--- src/osh_map.svh ---
`ifndef OSH_MAP_SVH
`define OSH_MAP_SVH

`define OSH_REG_COUNT      5
`define OSH_SEL_SUMMARY    3'h0
`define OSH_SEL_CALIB      3'h1
`define OSH_SEL_MEAS       3'h2
`define OSH_SEL_TRIG       3'h3
`define OSH_SEL_INIT       3'h4

`define OSH_BIT_CALIB      0
`define OSH_BIT_MEAS       4
`define OSH_BIT_TRIG       5
`define OSH_BIT_INIT       10
`define OSH_BIT_LLIM       11
`define OSH_BIT_ULIM       12
`define OSH_SENSOR_LSB     1

`define OSH_USED_SUMMARY   16'h1c31
`define OSH_USED_SENSOR    16'h001e

`define OSH_RST_WORD       16'h0000
`define OSH_RST_INIT       4'hf
`define OSH_RST_CONN       4'h0

`endif

--- src/osh_pkg.sv ---
package osh_pkg;
	typedef logic [15:0] osh_word_t;
	typedef logic [3:0]  osh_sensor_t;
	typedef logic [2:0]  osh_sel_t;
	typedef enum logic { OSH_VIEW_COND, OSH_VIEW_EVENT } osh_view_t;
endpackage

--- src/osh_unit_if.sv ---
`timescale 1ns/1ps
interface osh_unit_if;
	osh_pkg::osh_word_t cond;
	osh_pkg::osh_word_t ptr;
	osh_pkg::osh_word_t ntr;
	logic               rd_clr;
	osh_pkg::osh_word_t cond_view;
	osh_pkg::osh_word_t event_view;
	modport unit (input cond, input ptr, input ntr, input rd_clr,
		output cond_view, output event_view);
	modport ctrl (output cond, output ptr, output ntr, output rd_clr,
		input cond_view, input event_view);
endinterface

--- src/osh_status_unit.sv ---
`timescale 1ns/1ps
`include "osh_map.svh"
module osh_status_unit #(
	parameter logic [15:0] USED_MASK = `OSH_USED_SENSOR
) (
	input  wire logic  clk_in,
	input  wire logic  resetn_in,
	osh_unit_if.unit   bus
);
	osh_pkg::osh_word_t cond_reg;
	osh_pkg::osh_word_t cond_next;
	osh_pkg::osh_word_t event_reg;
	osh_pkg::osh_word_t event_next;
	osh_pkg::osh_word_t rise;
	osh_pkg::osh_word_t fall;

	assign cond_next  = bus.cond & USED_MASK;
	assign rise       = cond_next & ~cond_reg;
	assign fall       = ~cond_next & cond_reg;
	// New edges win over a readout clear in the same cycle
	assign event_next = ((bus.rd_clr ? `OSH_RST_WORD : event_reg)
		| (rise & bus.ptr) | (fall & bus.ntr)) & USED_MASK;

	always_ff @(posedge clk_in or negedge resetn_in)
	begin
		if (!resetn_in)
		begin
			cond_reg  <= `OSH_RST_WORD;
			event_reg <= `OSH_RST_WORD;
		end
		else
		begin
			cond_reg  <= cond_next;
			event_reg <= event_next;
		end
	end

	assign bus.cond_view  = cond_reg;
	assign bus.event_view = event_reg;
endmodule

--- src/osh_top.sv ---
`timescale 1ns/1ps
`include "osh_map.svh"
module osh_top (
	input  wire logic                                clk_in,
	input  wire logic                                resetn_in,
	input  wire osh_pkg::osh_sensor_t                calib_active_in,
	input  wire osh_pkg::osh_sensor_t                meas_active_in,
	input  wire osh_pkg::osh_sensor_t                trigger_wait_state_in,
	input  wire osh_pkg::osh_sensor_t                sensor_connected_in,
	input  wire osh_pkg::osh_sensor_t                init_done_in,
	input  wire logic                                preset_cmd_in,
	input  wire logic                                lower_limit_fail_in,
	input  wire logic                                upper_limit_fail_in,
	input  wire logic [`OSH_REG_COUNT-1:0][15:0]     ptr_cfg_in,
	input  wire logic [`OSH_REG_COUNT-1:0][15:0]     ntr_cfg_in,
	input  wire logic [`OSH_REG_COUNT-1:0][15:0]     enable_cfg_in,
	input  wire logic                                query_valid_in,
	input  wire osh_pkg::osh_sel_t                   query_sel_in,
	input  wire osh_pkg::osh_view_t                  query_view_in,
	output logic                                     answer_valid_out,
	output osh_pkg::osh_word_t                       answer_out,
	output osh_pkg::osh_word_t                       summary_cond_out
);
	localparam logic [`OSH_REG_COUNT-1:0][15:0] USED_MASKS = {
		`OSH_USED_SENSOR, `OSH_USED_SENSOR, `OSH_USED_SENSOR,
		`OSH_USED_SENSOR, `OSH_USED_SUMMARY};

	////////////////////////////////////////////////////////////////////////////////
	// Sensor initialization tracking
	osh_pkg::osh_sensor_t init_reg;
	osh_pkg::osh_sensor_t init_next;
	osh_pkg::osh_sensor_t conn_prev_reg;
	osh_pkg::osh_sensor_t conn_rise;

	assign conn_rise = sensor_connected_in & ~conn_prev_reg;
	// Start wins over completion reported in the same cycle
	assign init_next = (init_reg & ~init_done_in) | conn_rise
		| {4{preset_cmd_in}};

	always_ff @(posedge clk_in or negedge resetn_in)
	begin
		if (!resetn_in)
		begin
			init_reg      <= `OSH_RST_INIT;
			conn_prev_reg <= `OSH_RST_CONN;
		end
		else
		begin
			init_reg      <= init_next;
			conn_prev_reg <= sensor_connected_in;
		end
	end

	////////////////////////////////////////////////////////////////////////////////
	// Condition sources
	osh_pkg::osh_word_t   cond_src [`OSH_REG_COUNT];
	osh_pkg::osh_word_t   cond_view [`OSH_REG_COUNT];
	osh_pkg::osh_word_t   event_view [`OSH_REG_COUNT];
	osh_pkg::osh_sensor_t trig_wait;
	logic                 sum_calib;
	logic                 sum_meas;
	logic                 sum_trig;
	logic                 sum_init;
	osh_pkg::osh_word_t   summary_src;

	// A triggered sensor has moved to measuring and no longer waits
	assign trig_wait = trigger_wait_state_in & ~meas_active_in;

	assign cond_src[`OSH_SEL_CALIB] = {11'h000, calib_active_in, 1'b0};
	assign cond_src[`OSH_SEL_MEAS]  = {11'h000, meas_active_in, 1'b0};
	assign cond_src[`OSH_SEL_TRIG]  = {11'h000, trig_wait, 1'b0};
	assign cond_src[`OSH_SEL_INIT]  = {11'h000, init_reg, 1'b0};

	assign sum_calib = |(event_view[`OSH_SEL_CALIB] & enable_cfg_in[`OSH_SEL_CALIB]);
	assign sum_meas  = |(event_view[`OSH_SEL_MEAS] & enable_cfg_in[`OSH_SEL_MEAS]);
	assign sum_trig  = |(event_view[`OSH_SEL_TRIG] & enable_cfg_in[`OSH_SEL_TRIG]);
	assign sum_init  = |(event_view[`OSH_SEL_INIT] & enable_cfg_in[`OSH_SEL_INIT]);

	// Summary word built in its own variable so the array has one kind of driver
	assign cond_src[`OSH_SEL_SUMMARY] = summary_src;

	always_comb
	begin
		summary_src                 = `OSH_RST_WORD;
		summary_src[`OSH_BIT_CALIB] = sum_calib;
		summary_src[`OSH_BIT_MEAS]  = sum_meas;
		summary_src[`OSH_BIT_TRIG]  = sum_trig;
		summary_src[`OSH_BIT_INIT]  = sum_init;
		summary_src[`OSH_BIT_LLIM]  = lower_limit_fail_in;
		summary_src[`OSH_BIT_ULIM]  = upper_limit_fail_in;
	end

	////////////////////////////////////////////////////////////////////////////////
	// Status registers
	logic query_event;
	logic sel_ok;

	assign query_event = query_valid_in && (query_view_in == osh_pkg::OSH_VIEW_EVENT);
	assign sel_ok      = (query_sel_in <= `OSH_SEL_INIT);

	osh_unit_if u_if [`OSH_REG_COUNT] ();

	genvar i;
	generate
		for (i = 0; i < `OSH_REG_COUNT; i++)
		begin : g_unit
			assign u_if[i].cond   = cond_src[i];
			assign u_if[i].ptr    = ptr_cfg_in[i];
			assign u_if[i].ntr    = ntr_cfg_in[i];
			// Event readout and preset both clear the event view
			assign u_if[i].rd_clr = preset_cmd_in
				|| (query_event && (query_sel_in == 3'(i)));
			assign cond_view[i]   = u_if[i].cond_view;
			assign event_view[i]  = u_if[i].event_view;
			osh_status_unit #(
				.USED_MASK (USED_MASKS[i])
			) u_unit (
				.clk_in    (clk_in),
				.resetn_in (resetn_in),
				.bus       (u_if[i].unit)
			);
		end
	endgenerate

	////////////////////////////////////////////////////////////////////////////////
	// Query answer
	osh_pkg::osh_word_t answer_next;

	assign answer_next = !sel_ok ? `OSH_RST_WORD :
		(query_view_in == osh_pkg::OSH_VIEW_EVENT) ? event_view[query_sel_in]
		: cond_view[query_sel_in];

	always_ff @(posedge clk_in or negedge resetn_in)
	begin
		if (!resetn_in)
		begin
			answer_valid_out <= 1'b0;
			answer_out       <= `OSH_RST_WORD;
			summary_cond_out <= `OSH_RST_WORD;
		end
		else
		begin
			answer_valid_out <= query_valid_in;
			if (query_valid_in)
			begin
				answer_out <= answer_next;
			end
			summary_cond_out <= cond_view[`OSH_SEL_SUMMARY];
		end
	end
endmodule

--- config.mk ---
export PLATFORM = sky130hd
export DESIGN_NAME = osh_top
export DESIGN_NICKNAME = d
export VERILOG_FILES = /design/src/osh_pkg.sv /design/src/osh_unit_if.sv /design/src/osh_status_unit.sv /design/src/osh_top.sv
export VERILOG_INCLUDE_DIRS = /design/src /design/src/src
export SDC_FILE = /design/constraint.sdc
export NUM_CORES = 1
export LEC_CHECK = 0
export ABC_AREA = 1
export BUFFER_PORTS_ARGS = -buffer_cell sky130_fd_sc_hd__buf_2
export CAP_MARGIN = 20
export CORE_AREA = 4 4 114 116
export DETAILED_ROUTE_END_ITERATION = 8
export DIE_AREA = 0 0 118 120
export HOLD_SLACK_MARGIN = 0.08
export PLACE_DENSITY = 0.68
export SYNTH_ARGS = -nofsm -noshare
export SYNTH_HDL_FRONTEND = slang
export SYNTH_SLANG_ARGS = --single-unit
--- constraint.sdc ---
create_clock -name clk_in -period 1 [get_ports clk_in]
set_input_delay 0.2 -clock clk_in [delete_from_list [all_inputs] [get_ports clk_in]]
set_output_delay 0.2 -clock clk_in [all_outputs]
set_load 0.02 [all_outputs]
; ---- Yosys cells after proc, flatten, opt, wreduce, memory -nomap -nowiden
; Cells that the tools add are included.
[totals]
ff_bits = 75
elab_cells = 103
input_bits = 270
[op_classes]
mux = 13
reduce_logical = 16
n_eq_ne = 4
bitwise_logic = 53
magnitude_cmp = 2
[ops]
columns = op, n
row1 = binary-select mux 16 bit (select 3 bit), 2
row2 = two-way mux 16 bit, 6
row3 = bitwise AND 5 bit, 16
row4 = bitwise AND 5 x 16 -> 16 bit, 4
row5 = OR reduction 16 bit, 4
row6 = bitwise AND 13 bit, 4
row7 = NOT 5 bit, 8
row8 = bitwise OR 5 bit, 8
row9 = NOT 13 bit, 2
row10 = bitwise OR 13 bit, 2
row11 = two-way mux 5 bit, 4
row12 = two-way mux 13 bit, 1
row13 = bitwise AND 4 bit, 3
row14 = NOT 4 bit, 3
row15 = bitwise OR 4 bit, 2
row16 = "== test 3 x 2 -> 1 bit, second input constant", 2
row17 = logical AND 1 bit, 6
row18 = logical OR 1 bit, 5
row19 = "greater-or-equal comparator 4 bit, second input constant", 1
row20 = NOT 3 -> 4 bit, 1
row21 = "== test 3 x 1 -> 1 bit, second input constant", 1
row22 = "== test 3 bit, second input constant", 1
row23 = "less-or-equal comparator 3 bit, second input constant", 1
row24 = logical NOT 3 bit, 1

; ---- Longest topological paths before layout
[logic_depth]
word_depth = 6
ltp_mapped = 10

; ---- Modules after synthesis
; A second synthesis with hierarchy kept.
[hier_totals]
cells_unflattened = 991
area_unflattened_um2 = 6296.0
[modules_own_cells]
columns = mod, seq_area_each_um2, instances, cells_each, area_each_um2
row1 = osh_top, 1031.0, 1, 689, 3708.6
row2 = osh_status_unit at g_unit[1].u_unit ..., 200.2, 4, 58, 493.0
row3 = osh_status_unit at g_unit[0].u_unit, 300.3, 1, 70, 615.6

; ---- Worst setup path after synthesis
; No wires, ideal clock.
[synth_path]
path_kind = input -> register
from = input port query_sel_in[0]
to = register g_unit[0].u_unit.event_reg[4]
n_path_buf = 1
stages = 7
setup_slack_ns = 0.020
required_time_ns = 0.876
arrival_time_ns = 0.856
setup_time_ns = 0.124
path_cell_list = buf_6 > nor2_8 > nand2_1 > o21ai_2 > inv_1 > nand2_1 > nand3_1
[synth_between]
elab_chain_len = 6
[synth_lines]
columns = element, line
row1 = start: declaration, osh_top.sv:18  ; input wire osh_pkg::osh_sel_t query_sel_in,
row2 = logical NOT 3 bit, osh_top.sv:112  ; || (query_event && (query_sel_in == 3'(i)));
row3 = logical AND 1 bit, osh_top.sv:112
row4 = logical OR 1 bit, osh_top.sv:112
row5 = two-way mux 13 bit, osh_status_unit.sv:21  ; assign event_next = ((bus.rd_clr ? `OSH_RST_WORD : event_reg)
row6 = bitwise OR 13 bit (2 in a row), osh_status_unit.sv:21
row7 = named net g_unit[0].u_unit.event_next[4], osh_status_unit.sv:13  ; osh_pkg::osh_word_t event_next;
row8 = end signal: assignment, osh_status_unit.sv:29  ; event_reg <= `OSH_RST_WORD;
row9 = end signal: assignment, osh_status_unit.sv:34  ; event_reg <= event_next;
row10 = end: declaration, osh_status_unit.sv:12  ; osh_pkg::osh_word_t event_reg;
; The timed path passes the listed nets, and every way through them passes these cells.
; A chain may end at the register's enable or synchronous reset.

; ---- Worst setup path in the final report
[layout_path]
from = register answer_out[10]
to = output port answer_out[10]
[layout_lines]
columns = element, line
row1 = start: declaration, osh_top.sv:21  ; output osh_pkg::osh_word_t answer_out,
row2 = start signal: assignment, osh_top.sv:138  ; answer_out <= `OSH_RST_WORD;
row3 = start signal: assignment, osh_top.sv:146  ; answer_out <= answer_next;
; No word-level cell between the ends.

==> results.md <==
| Quantity | This run |
| --- | --- |
| Result of the run | finished, violations left |
| Failing checks | setup timing |
| Standard cell area after detailed placement | 4020 um^2 |
| Final worst clock skew | 0.005580 ns |
| Max capacitance violation total | 0 |
| Beginning of the critical path | answer_out[10]$_DFFE_PN0P_ |
| Slowest CP cell | dfrtp_1 |
| Startpoint of the worst-slack reg-to-reg timing path | g_unit[2].u_unit.bus.event_view[2]$_DFF_PN0_ |
| Final period demand of the worst path | 1.074 ns |
| DRT Wirelength | 9779 um |
| Register bit count reported by yosys | 68 |
| Netlist Area Pre-Place | 3244 um^2 |
| Pleak | 0.002590 uW |
| GRT Resource Usage Total | 0.1389 |
| Mux cell area share after synthesis | 0.009256 |
| Final worst setup slack | -0.07408 ns |
| First drt pass iteration count | 4 |
| Number of filler cells placed in the layout | 1212 |
| Final estimated routing congestion in global placement | 0.8634 |
| Non-filler instance count after layout | 698 |
| Buffers & Inverters on Critical Path | 1 |
| Kind of end point of the critical path | primary output |
| Maximum number of pins on one net before global-route repair | 69 |
| Worst hold path startpoint | ntr_cfg_in[19] |
| Dominant combinational cell family by area after synthesis | simple AND/OR/NAND/NOR gates |
| Minimum hold slack | 0.09646 ns |
| Antenna-violating nets left | 0 |
| Largest delay contributor family on the critical path | flip-flops |
| Final Instance Area | 4821 um^2 |
| Total clock sinks | 68 |
| Required time worst endpoint | 0.80 ns |
| Post-synth top area cell | dfrtp_1 |
| Detailed Route Iter0 Violations | 170 |
| Drt via density | 4.338 |
| Power per unit of standard cell area | 1634 nW/um^2 |
| Deepest clock path buffer count | 2 |
| Maximum achievable frequency | 931.0 MHz |
| Buffers added on ports | 105 |
| Starting utilization of the core area | 0.2724 |
| DRC violations left | 0 |
| Core Area | 11910 um^2 |
| Critical setup path kind | flop to primary output |
| Vias in the first global route | 3132 |
| Final HPWL DP | 7543 um |
| Average wire length per cell after detail routing | 14.01 um |
| Count of distinct cell types in the synthesized netlist | 26 |
| Placement Rows | 40 |
| Setup repair after global routing missed its margin | yes |
| Final setup violation count | 17 |
| Number of warnings issued by yosys | 0 |
| Maximum vdd ir drop | 0.6829 mV |
| Maximum fanout along the worst path | 2 |
| Per-instance average area after synthesis | 8.515 um^2 |
| Clock root buffer | clkbuf_16 |
| Final core area utilization | 0.4047 |
| Share of synthesized cell area in and, or, nand and nor gates | 0.2514 |
| Latest clock arrival within the worst-skew pair | 0.33 ns |
| Number of top-level pins | 303 |
| Path type of the worst min-delay path | input pin to flop |
| First-pass GRT wire length | 15440 um |
| Layout Area Growth over Synthesis | 48.59% |
| Final critical-path share of the clock period | 1.074 |
| Synth top area cells | dfrtp_1 (49%), nand2_1 (13%), nand3_1 (7.4%) |
| Reg clk slew, reported paths | 0.06 ns |
| Die outline height | 120 um |
| Final max-slew violation count | 0 |
| Portion of the post-synthesis area used by sequential elements | 0.5260 |
| TritonCTS clock tree | built |
| Level count of the clock H-tree | 3 |
| Number of instances in the synthesized netlist | 381 |
| Largest stage delay on the critical path | 0.40 ns |
| Data arrival time of the worst path | 0.87 ns |
| Number of buffers added by the clock tree synthesis step | 9 |
| Synthesized-area fraction occupied by adder cells | 0 |
| Post-layout net count | 815 |
| Fraction of layout instances using a drive strength above 1 | 0.3618 |
| Horizontal die dimension | 118 um |
| Kind of launch point of the worst setup path | flop |
| Instance count after placement with tap cells included | 646 |
| Fraction of the mapped netlist area in compound gates | 0.08986 |
| Overflow left after global routing | 0 |
| Total Die Area | 14160 um^2 |
| Post-synth top area share | 0.4936 |
| Xor/xnor cell area share of the yosys netlist | 0 |
| Overall power after layout | 7875 uW |
| Antenna violations before repair | 5 |
| Total number of vias | 3028 |
| Crit-path cells | buf_6 |
| Final Hold Vio Count | 0 |
what timing repair did:
action	in CTS	in global routing
buffers inserted	9	11
gates cloned	0	0
resized for setup	36	29
hold buffers	19	0
pin swaps	3	16
setup endpoints to repair	18	27
endpoints found under the hold margin	82	0
cells in the mapped netlist:
cell type	n
a21oi_1	2
a21oi_2	1
a22o_1	8
buf_2	1
buf_4	17
buf_6	3
clkinv_1	1
conb_1	1
dfrtp_1	64
dfstp_2	4
inv_1	56
inv_2	1
inv_4	2
mux2i_1	3
nand2_1	113
nand2_4	1
nand3_1	48
nand3b_1	4
nor2_1	17
nor2_2	1
nor2_8	2
o211ai_1	10
o21ai_0	7
o21ai_1	8
o21ai_2	2
o221ai_1	4
cells in the final DEF (no fill, tap or decap), types with 2 or more instances in the layout:
cell type,netlist,layout
o21ai_0,7,7
nand3_2,0,5
mux2i_1,3,3
o211ai_1,10,10
o21ai_1,8,8
a22o_1,8,8
nand3_1,48,43
nor2_1,17,13
clkinvlp_4,0,2
a21oi_1,2,2
nand3b_1,4,4
conb_1,1,17
inv_1,56,46
nor2_2,1,5
buf_6,3,18
nor2_8,2,2
clkinv_2,0,2
dlygate4sd3_1,0,19
clkbuf_16,0,9
o21ai_2,2,2
o221ai_1,4,4
inv_4,2,2
buf_2,1,85
dfrtp_1,64,64
nand2_4,1,2
inv_2,1,11
buf_4,17,33
nand2_1,113,102
dfstp_2,4,4
buf_12,0,3
nand2_2,0,10
power by group:
group	switching (uW)	leakage [uW]	total [uW]	internal, uW
registers	191	0.000820	3230	3040
logic	770	0.00163	1460	695
clock network	1190	0.000144	3180	1990
layer usage:
metal  up-vias  track usage  wire, um
met5         -            0        34
met4         6      0.06227       159
met3        20      0.05278       784
met2        96       0.2178      4601
met1      1389       0.1700      4199
li1       1517            -         -
cell families after synthesis:
kind of cell | after synthesis
other | 1
AOI/OAI and AO/OA | 42
DFF | 68
and+or+nand+nor | 186
muxes | 3
buffers and inverters | 81
path summary, 6_finish.rpt:
path                            slack [ns]  cells after the start                                            to
worst max-delay path                 -0.07                      1                                answer_out[10]
worst min-delay path                   0.1                      3  g_unit[1].u_unit.bus.event_view[3]$_DFF_PN0_
min in group asynchronous             0.43                      3   g_unit[1].u_unit.bus.cond_view[4]$_DFF_PN0_
worst min register to register        0.41                      0   g_unit[4].u_unit.bus.cond_view[1]$_DFF_PN0_
worst max register to register       -0.03                      5  g_unit[0].u_unit.bus.event_view[4]$_DFF_PN0_
max in group asynchronous             0.25                      3                         init_reg[3]$_DFF_PN1_
final cells by class:
cell class | count | area (um^2) | share of cell area
flip-flops and latches | 68 | 1707 | 0.3540
multi-input cells | 248 | 1269 | 0.2632
repair buffers | 158 | 1126 | 0.2336
clock buffers | 10 | 239.0 | 0.04957
inverters | 60 | 230.2 | 0.04776
well taps | 147 | 183.9 | 0.03815
clock inverters | 6 | 63.81 | 0.01324
diodes | 1 | 2.502 | 0.0005191
per-stage QoR:
stage | worst slack [ns] | setup TNS, ns
final | -0.07408 | -0.8036
after global routing | -0.09505 | -1.533
after CTS | -0.09743 | -1.119
after detailed placement | -0.2201 | -4.894
after global placement | -0.1928 | -4.319
after floorplan | 0.02009 | 0
No activity file was read; power rests on OpenSTA's default activity.
